$ cat src/pkg/motion_defines.svh
/*
 * Object indexes, reset values and timing figures for the motion
 * target window monitor.
 * Assumes the object access port presents a 16-bit dictionary index.
 */
`ifndef MOTION_DEFINES_SVH
`define MOTION_DEFINES_SVH

// Dictionary indexes
`define IDX_OP_MODE 16'h6060
`define IDX_POS_WINDOW 16'h6067
`define IDX_POS_SETTLE_TIME 16'h6068
`define IDX_SPEED_SETPOINT_OUT 16'h606b
`define IDX_SPEED_MEASURED 16'h606c
`define IDX_SPEED_REACHED_BAND 16'h606d
`define IDX_SPEED_SETTLE_TIME 16'h606e
`define IDX_NONZERO_SPEED_LEVEL 16'h606f
`define IDX_NONZERO_SPEED_TIME 16'h6070
`define IDX_TORQUE_SETPOINT_IN 16'h6071
`define IDX_TORQUE_MAX 16'h6072
`define IDX_CURRENT_MAX 16'h6073

// Reset values
`define RST_OP_MODE 8'h00
`define RST_POS_WINDOW 32'h0000000a
`define RST_POS_SETTLE_TIME 16'h0064
`define RST_SPEED_REACHED_BAND 16'h001e
`define RST_SPEED_SETTLE_TIME 16'h0000
`define RST_NONZERO_SPEED_LEVEL 16'h0000
`define RST_NONZERO_SPEED_TIME 16'h0000
`define RST_TORQUE_SETPOINT_IN 16'h0000
`define RST_TORQUE_MAX 16'h0064
`define RST_CURRENT_MAX 16'h03e8

// Window values that switch position monitoring off
`define POS_WINDOW_OFF 32'h0fffffff
`define POS_WINDOW_ALL_ONES 32'hffffffff

// Time base
`define CLK_PERIOD_NS 4
`define TICK_TIME_NS 1000000

`endif

$ cat src/pkg/motion_pkg.sv
/*
 * Types shared by the motion target window monitor.
 * Assumes mode codes arrive as signed 8-bit selectors.
 */
package motion_pkg;

    // Operating mode codes the monitor reacts to
    typedef enum logic [7:0] {
        MODE_PROFILE_POS = 8'h01,
        MODE_PROFILE_VEL = 8'h03,
        MODE_PROFILE_TRQ = 8'h04,
        MODE_INTERP_POS = 8'h07,
        MODE_CYCLIC_TRQ = 8'h0a
    } op_mode_t;

    // Persistence channels
    typedef enum int {
        CH_POS = 0,
        CH_VEL = 1,
        CH_NZ = 2
    } settle_ch_t;

endpackage

$ cat src/rtl/settle_timer.sv
/*
 * Persistence timer: counts millisecond ticks while a condition holds.
 * Assumes tick_i is a one-cycle pulse on the same clock.
 */
module settle_timer (
    // Clock and reset
    input wire logic sys_clk_i,
    input wire logic rst_i,
    // Condition and time base
    input wire logic cond_i,
    input wire logic tick_i,
    input wire logic [15:0] limit_i,
    input wire logic strict_i,
    // Result
    output logic held_o
);

    logic [15:0] count;
    wire at_top = count == 16'hffff;

    // Restart whenever the condition drops; saturate rather than wrap
    always_ff @(posedge sys_clk_i or posedge rst_i) begin
        if (rst_i) begin
            count <= 16'h0000;
        end else if (!cond_i) begin
            count <= 16'h0000;
        end else if (tick_i && !at_top) begin
            count <= count + 16'h0001;
        end
    end

    // Strict means longer than the limit, else at least the limit
    assign held_o = cond_i && (strict_i ? (count > limit_i)
                                        : (count >= limit_i));

endmodule

$ cat src/rtl/motion_target_window_monitor.sv
/*
 * Motion target window monitor: target-reached and nonzero-speed status,
 * dictionary objects for windows and times, and the limited torque set
 * value.
 * Assumes feedback inputs come from logic on sys_clk_i and the object
 * port is driven by a fieldbus stack on the same clock.
 */
`include "motion_defines.svh"

module motion_target_window_monitor #(
    parameter int unsigned TICK_CYCLES = `TICK_TIME_NS / `CLK_PERIOD_NS
) (
    // Clock and reset
    input wire logic sys_clk_i,
    input wire logic rst_i,
    // Object access port
    input wire logic [15:0] obj_index_i,
    input wire logic obj_wr_i,
    input wire logic obj_rd_i,
    input wire logic [31:0] obj_wdata_i,
    output logic [31:0] obj_rdata_o,
    output logic obj_ack_o,
    output logic obj_err_o,
    // Motion feedback
    input wire logic signed [31:0] pos_actual_i,
    input wire logic signed [31:0] pos_target_i,
    input wire logic signed [31:0] speed_target_i,
    input wire logic signed [31:0] ramp_speed_i,
    input wire logic signed [31:0] speed_actual_i,
    // Status and set values
    output logic target_reached_o,
    output logic speed_zero_o,
    output logic signed [31:0] vel_ctrl_setpoint_o,
    output logic signed [15:0] torque_cmd_o,
    output logic torque_active_o
);

    // Parameter objects
    logic [7:0] op_mode;
    logic [31:0] pos_window;
    logic [15:0] pos_settle_time_ms;
    logic [15:0] speed_reached_band;
    logic [15:0] speed_settle_time_ms;
    logic [15:0] nonzero_speed_level;
    logic [15:0] nonzero_speed_time_ms;
    logic [15:0] torque_setpoint_in;
    logic [15:0] torque_max;
    logic [15:0] current_max;

    // Millisecond tick
    logic [17:0] tick_count;
    logic tick;
    wire tick_wrap = tick_count == 18'(TICK_CYCLES - 1);

    // One pulse per millisecond for all persistence counters
    always_ff @(posedge sys_clk_i or posedge rst_i) begin
        if (rst_i) begin
            tick_count <= 18'h00000;
            tick <= 1'b0;
        end else begin
            tick_count <= tick_wrap ? 18'h00000 : tick_count + 18'h00001;
            tick <= tick_wrap;
        end
    end

    // Mode decode
    wire pos_mode = op_mode == motion_pkg::MODE_PROFILE_POS ||
                    op_mode == motion_pkg::MODE_INTERP_POS;
    wire vel_mode = op_mode == motion_pkg::MODE_PROFILE_VEL;
    wire torque_mode = op_mode == motion_pkg::MODE_PROFILE_TRQ ||
                       op_mode == motion_pkg::MODE_CYCLIC_TRQ;

    // Position error magnitude, one bit wider to survive overflow
    wire signed [32:0] pos_diff = {pos_actual_i[31], pos_actual_i} -
                                  {pos_target_i[31], pos_target_i};
    wire [32:0] pos_err = pos_diff[32] ? 33'(-pos_diff) : 33'(pos_diff);
    wire pos_in_window = pos_err < {1'b0, pos_window};
    wire pos_monitor_off = pos_window == `POS_WINDOW_OFF ||
                           pos_window == `POS_WINDOW_ALL_ONES;

    // Speed error magnitude against the symmetric band
    wire signed [32:0] spd_diff = {speed_actual_i[31], speed_actual_i} -
                                  {speed_target_i[31], speed_target_i};
    wire [32:0] spd_err = spd_diff[32] ? 33'(-spd_diff) : 33'(spd_diff);
    wire spd_in_band = spd_err < {17'h00000, speed_reached_band};

    // Speed magnitude against the nonzero level
    wire [32:0] spd_mag = speed_actual_i[31] ?
                          33'(-{speed_actual_i[31], speed_actual_i}) :
                          {1'b0, speed_actual_i};
    wire spd_above = spd_mag > {17'h00000, nonzero_speed_level};

    // Persistence channels share one timer design
    logic [2:0] ch_cond;
    logic [2:0] ch_strict;
    logic [2:0] ch_held;
    logic [15:0] ch_limit [3];
    assign ch_cond[motion_pkg::CH_POS] = pos_mode && pos_in_window &&
                                         !pos_monitor_off;
    assign ch_cond[motion_pkg::CH_VEL] = vel_mode && spd_in_band;
    assign ch_cond[motion_pkg::CH_NZ] = vel_mode && spd_above;
    assign ch_limit[motion_pkg::CH_POS] = pos_settle_time_ms;
    assign ch_limit[motion_pkg::CH_VEL] = speed_settle_time_ms;
    assign ch_limit[motion_pkg::CH_NZ] = nonzero_speed_time_ms;
    // Windows need longer than their time, the level at least its time
    assign ch_strict = 3'h3;

    for (genvar g = 0; g < 3; g++) begin : g_settle
        settle_timer u_timer (
            .sys_clk_i(sys_clk_i),
            .rst_i(rst_i),
            .cond_i(ch_cond[g]),
            .tick_i(tick),
            .limit_i(ch_limit[g]),
            .strict_i(ch_strict[g]),
            .held_o(ch_held[g])
        );
    end

    // Status bits
    wire next_target_reached = ch_held[motion_pkg::CH_POS] ||
                               ch_held[motion_pkg::CH_VEL];
    wire next_speed_zero = !ch_held[motion_pkg::CH_NZ];

    // Torque limit: smaller of the two maxima, both in tenths of percent
    wire [15:0] torque_limit = (torque_max < current_max) ?
                               torque_max : current_max;
    wire signed [16:0] trq_req = {torque_setpoint_in[15],
                                  torque_setpoint_in};
    wire signed [16:0] trq_hi = {1'b0, torque_limit};
    wire signed [16:0] trq_lo = 17'(-trq_hi);
    wire signed [16:0] trq_clamped = (trq_req > trq_hi) ? trq_hi :
                                     (trq_req < trq_lo) ? trq_lo : trq_req;
    // A limit above 32767 still leaves the request inside 16 bits
    wire [15:0] next_torque_cmd = torque_mode ?
                                  trq_clamped[15:0] : 16'h0000;

    // Registered status and set values
    always_ff @(posedge sys_clk_i or posedge rst_i) begin
        if (rst_i) begin
            target_reached_o <= 1'b0;
            speed_zero_o <= 1'b1;
            vel_ctrl_setpoint_o <= 32'h00000000;
            torque_cmd_o <= 16'h0000;
            torque_active_o <= 1'b0;
        end else begin
            target_reached_o <= next_target_reached;
            speed_zero_o <= next_speed_zero;
            vel_ctrl_setpoint_o <= ramp_speed_i;
            torque_cmd_o <= next_torque_cmd;
            torque_active_o <= torque_mode;
        end
    end

    // Object decode
    wire hit_mode = obj_index_i == `IDX_OP_MODE;
    wire hit_pwin = obj_index_i == `IDX_POS_WINDOW;
    wire hit_ptime = obj_index_i == `IDX_POS_SETTLE_TIME;
    wire hit_vdem = obj_index_i == `IDX_SPEED_SETPOINT_OUT;
    wire hit_vact = obj_index_i == `IDX_SPEED_MEASURED;
    wire hit_vband = obj_index_i == `IDX_SPEED_REACHED_BAND;
    wire hit_vtime = obj_index_i == `IDX_SPEED_SETTLE_TIME;
    wire hit_nzlvl = obj_index_i == `IDX_NONZERO_SPEED_LEVEL;
    wire hit_nztime = obj_index_i == `IDX_NONZERO_SPEED_TIME;
    wire hit_trq = obj_index_i == `IDX_TORQUE_SETPOINT_IN;
    wire hit_tmax = obj_index_i == `IDX_TORQUE_MAX;
    wire hit_cmax = obj_index_i == `IDX_CURRENT_MAX;
    wire hit_ro = hit_vdem || hit_vact;
    wire hit_rw = hit_mode || hit_pwin || hit_ptime || hit_vband ||
                  hit_vtime || hit_nzlvl || hit_nztime || hit_trq ||
                  hit_tmax || hit_cmax;
    wire obj_access = obj_wr_i || obj_rd_i;
    wire wr_ok = obj_wr_i && hit_rw;
    wire next_err = (obj_access && !(hit_rw || hit_ro)) ||
                    (obj_wr_i && hit_ro);

    // Parameter writes; read-only objects never take data
    always_ff @(posedge sys_clk_i or posedge rst_i) begin
        if (rst_i) begin
            op_mode <= `RST_OP_MODE;
            pos_window <= `RST_POS_WINDOW;
            pos_settle_time_ms <= `RST_POS_SETTLE_TIME;
            speed_reached_band <= `RST_SPEED_REACHED_BAND;
            speed_settle_time_ms <= `RST_SPEED_SETTLE_TIME;
            nonzero_speed_level <= `RST_NONZERO_SPEED_LEVEL;
            nonzero_speed_time_ms <= `RST_NONZERO_SPEED_TIME;
            torque_setpoint_in <= `RST_TORQUE_SETPOINT_IN;
            torque_max <= `RST_TORQUE_MAX;
            current_max <= `RST_CURRENT_MAX;
        end else if (wr_ok) begin
            if (hit_mode) op_mode <= obj_wdata_i[7:0];
            if (hit_pwin) pos_window <= obj_wdata_i;
            if (hit_ptime) pos_settle_time_ms <= obj_wdata_i[15:0];
            if (hit_vband) speed_reached_band <= obj_wdata_i[15:0];
            if (hit_vtime) speed_settle_time_ms <= obj_wdata_i[15:0];
            if (hit_nzlvl) nonzero_speed_level <= obj_wdata_i[15:0];
            if (hit_nztime) nonzero_speed_time_ms <= obj_wdata_i[15:0];
            if (hit_trq) torque_setpoint_in <= obj_wdata_i[15:0];
            if (hit_tmax) torque_max <= obj_wdata_i[15:0];
            if (hit_cmax) current_max <= obj_wdata_i[15:0];
        end
    end

    // Read selection; signed objects are sign extended
    wire [31:0] next_rdata =
        hit_mode ? {{24{op_mode[7]}}, op_mode} :
        hit_pwin ? pos_window :
        hit_ptime ? {16'h0000, pos_settle_time_ms} :
        hit_vdem ? ramp_speed_i :
        hit_vact ? speed_actual_i :
        hit_vband ? {16'h0000, speed_reached_band} :
        hit_vtime ? {16'h0000, speed_settle_time_ms} :
        hit_nzlvl ? {16'h0000, nonzero_speed_level} :
        hit_nztime ? {16'h0000, nonzero_speed_time_ms} :
        hit_trq ? {{16{torque_setpoint_in[15]}}, torque_setpoint_in} :
        hit_tmax ? {16'h0000, torque_max} :
        hit_cmax ? {16'h0000, current_max} : 32'h00000000;

    // Every access is answered one cycle later
    always_ff @(posedge sys_clk_i or posedge rst_i) begin
        if (rst_i) begin
            obj_rdata_o <= 32'h00000000;
            obj_ack_o <= 1'b0;
            obj_err_o <= 1'b0;
        end else begin
            obj_rdata_o <= obj_rd_i ? next_rdata : 32'h00000000;
            obj_ack_o <= obj_access;
            obj_err_o <= next_err;
        end
    end

    wire [16:0] torque_mag = torque_cmd_o[15] ?
                             17'(-{torque_cmd_o[15], torque_cmd_o}) :
                             {1'b0, torque_cmd_o};
endmodule

$ cat config.mk
export PLATFORM = sky130hd
export DESIGN_NAME = motion_target_window_monitor
export DESIGN_NICKNAME = d
export VERILOG_FILES = /design/src/pkg/motion_pkg.sv /design/src/rtl/settle_timer.sv /design/src/rtl/motion_target_window_monitor.sv
export VERILOG_INCLUDE_DIRS = /design/src /design/src/pkg
export SDC_FILE = /design/constraint.sdc
export NUM_CORES = 1
export LEC_CHECK = 0
export BUFFER_PORTS_ARGS = -buffer_cell sky130_fd_sc_hd__buf_4
export CORE_ASPECT_RATIO = 1.4
export CORE_MARGIN = 2
export CORE_UTILIZATION = 50
export CTS_CLUSTER_SIZE = 24
export DETAILED_ROUTE_END_ITERATION = 10
export GPL_TIMING_DRIVEN = 0
export MAX_ROUTING_LAYER = met4
export PLACE_DENSITY_LB_ADDON = 0.12
export SKIP_LAST_GASP = 1
export SLEW_MARGIN = 30
export SYNTH_ARGS = -nofsm -noshare
export SYNTH_HDL_FRONTEND = slang
export SYNTH_HIERARCHICAL = 1
export SYNTH_SLANG_ARGS = --single-unit
$ cat constraint.sdc
create_clock -name sys_clk_i -period 18.8 [get_ports sys_clk_i]
set_input_delay 3.76 -clock sys_clk_i [delete_from_list [all_inputs] [get_ports sys_clk_i]]
set_output_delay 3.76 -clock sys_clk_i [all_outputs]
set_load 0.05 [all_outputs]
==> impl_metrics.tcl <==
set metrics [dict create \
    cp_slowest_cell "a2111oi_0" \
    nets 3548 \
    grt_pass1_vias 23100 \
    power_density_mw_per_mm2 64.5 \
    timing.fmax_mhz 97.2 \
    ys_seq_area_frac 0.318 \
    synth_top_flop_cell "dfrtp_1" \
    io_pins 297 \
    power_leakage_nw 13.6 \
    setup_slack_ns 8.52 \
    drtAntennaViolNets 0 \
    die-area_sq_mm 0.0524 \
    hp-class "flop to flop" \
    placed_cell_area_sq_mm 0.0283 \
    rows 97 \
    ys_top_cells_by_area "dfrtp_1 30%, ha_1 11%, mux2_2 7.8%, a21oi_1 3.7%, inv_1 3.6%" \
    clockRootBuffer "clkbuf_16" \
    synthArstFlopShare 1.00 \
    timing.final.crit_share 0.547 \
    synth_top_area_share 0.298 \
    ir_drop_v 0.0000667 \
    hold_violations 0 \
    syn_avg_cell_area_sq_um 9.11 \
    clock_path_buffers 3 \
    syn_to_final_growth_pct 17.1 \
    clock_latency_ns 0.57 \
    skew_ns 0.0196 \
    hold_ws_ns 0.501 \
    drc 0 \
    synth_edf_count 0 \
    overflow 0 \
    rsz0062_at_grt "false" \
    clock-sinks 320 \
    synth_cell_types 114 \
    cts_setup_buffers 0 \
    cpPeakStageDelay_ns 0.72 \
    drive_above_1_share 0.211 \
    initial_core_util 0.505 \
    die_w_um 194 \
    fp.coreArea_sq_mm 0.0500 \
    n_antenna_cell 0 \
    yosysWarnings 6 \
    arrival_ns 10.78 \
    cts-buffers-inserted 37 \
    critical_path.startpoint_type "input pin" \
    status "completed" \
    crit_required_ns 19.30 \
    design_area_sq_mm 0.0296 \
    grt_max_degree 95 \
    viasPerCell 6.13 \
    netlist_area_sq_mm 0.0253 \
    pre_cts_slack_ns 8.09 \
    synth_top_area_cell "dfrtp_1" \
    slew_viol_final 0 \
    ys_seq_elements 320 \
    drt_iter0_drc 1533 \
    finalCriticalPeriod_ns 10.28 \
    clk_pin_slew_ns 0.06 \
    die-height_um 270 \
    antenna_found_initial 1 \
    crit_fanout 10 \
    htreeDepth 2 \
    worstSetupEndpointType "flop" \
    cts_tree "yes" \
    maxCapViolations 0 \
    holdBufCountCts 0 \
    fin_setup_tns_ns 0 \
    relSlewSlack 0.361 \
    worstMarginPinSlew_ns 0.959 \
    grt_pass1_wl_um 128000 \
    grt_usage 0.318 \
    num_vias 23200 \
    first_pass_iters 9 \
    cts_resized 0 \
    detail_route.wirelength_um 82400 \
    setup_viol 0 \
    setup.worst_path.class "input pin to flop" \
    globalplace.congestion 0.962 \
    dp_hpwl_um 65300 \
    syn_inst 2776 \
    portBuffers 285 \
    wire_per_inst_um 21.8 \
]
layout by cell type, fill, tap and decap left out, types with 19 or more instances in the layout:
master	Yosys	layout
a211oi_1	21	21
a21o_1	57	57
a21oi_1	185	185
a221oi_1	29	29
a22oi_1	34	34
a31oi_1	40	40
and2_1	34	34
and3_1	19	19
buf_4	1	286
clkbuf_1	75	80
clkbuf_16	0	37
dfrtp_1	301	301
dfstp_2	19	19
ha_1	230	230
inv_1	241	240
mux2_2	176	176
nand2_1	166	166
nand2b_1	21	21
nand3_1	58	58
nand4_1	72	72
nor2_1	177	177
nor2b_1	29	29
nor3_1	63	60
nor4_1	21	21
o21a_1	31	31
o21ai_0	128	128
o31ai_1	19	19
or3_1	25	25
xnor2_1	103	103
xor2_1	57	57
flip-flops by register name, indices dropped and copies added, names as in the netlist:
name                    flops
current_max                16
g_settle.u_timer/count     48
nonzero_speed_level        16
nonzero_speed_time_ms      16
obj_ack_o                   1
obj_err_o                   1
obj_rdata_o                32
op_mode                     8
pos_settle_time_ms         16
pos_window                 32
speed_reached_band         16
speed_settle_time_ms       16
speed_zero_o                1
target_reached_o            1
tick                        1
tick_count                 18
torque_active_o             1
torque_cmd_o               16
torque_max                 16
torque_setpoint_in         16
vel_ctrl_setpoint_o        32
critical path: cells and delay by family:
kind	cells	cell delay (ns)
AOI/OAI and AO/OA	13	3.19
and+or+nand+nor	9	1.83
buffers and inverters	5	1.09
adders and majority gates	3	0.74
xor gates and xnor gates	1	0.14
worst paths after layout:
kind	to	start	cells past startpoint	slack, ns
setup / recovery	target_reached_o	speed_actual_i[0]	31	8.52
hold / removal	tick_count[13]	tick_count[13]	1	0.50
setup reg to reg	torque_cmd_o[1]	current_max[9]	28	11.26
hold reg to reg	tick_count[13]	tick_count[13]	1	0.50
max in group asynchronous	current_max[7]	rst_i	4	14.51
min in group asynchronous	obj_rdata_o[18]	rst_i	2	3.20
per-stage QoR:
step           utilization  power [mW]  std cells
6_report             0.592        1.91       3776
5_1_grt              0.592        2.00       3776
4_1_cts              0.592        1.92       3776
3_5_place_dp         0.566        1.16       3708
3_3_place_gp         0.564        1.14       3705
2_1_floorplan            -        1.02       2777
cell families after synthesis:
logic type               synth area share
XOR/XNOR                           0.0567
buffers and inverters              0.0546
AND/OR/NAND/NOR                     0.178
flip-flops                          0.318
multiplexers                       0.0836
adder cells (fa/ha/maj)             0.115
AO/OA/AOI/OAI                       0.193
other                            0.000297
synth_stat cells (58+ instances only):
library cell  count
a21oi_1         185
dfrtp_1         301
ha_1            230
clkbuf_1         75
inv_1           241
nand4_1          72
mux2_2          176
nand3_1          58
o21ai_0         128
xnor2_1         103
nor2_1          177
nand2_1         166
nor3_1           63
power by group:
group	internal, mW	total (mW)	switching, mW
Combinational	0.186	0.457	0.270
Sequential	0.693	0.694	0.00122
Clock	0.442	0.757	0.315
routing by layer:
| metal | GRT usage | up-vias | wire length, um |
|---|---|---|---|
| li1 | - | 10800 | - |
| met3 | 0.0493 | 214 | 5200 |
| met1 | 0.369 | 11300 | 32300 |
| met4 | 0.149 | 0 | 4280 |
| met2 | 0.541 | 841 | 40600 |
| met5 | - | - | 0 |
final cells by class:
| cell class | count | area, sq um |
|---|---|---|
| Fill cell | 4461 | 20400 |
| Multi-Input combinational cell | 2110 | 15900 |
| Sequential cell | 320 | 8030 |
| Timing Repair Buffer | 288 | 2220 |
| Clock buffer | 50 | 1050 |
| Inverter | 242 | 916 |
| Tap cell | 643 | 805 |
| Buffer | 105 | 472 |
| Clock inverter | 18 | 216 |
(Power assumes the default switching activity.)
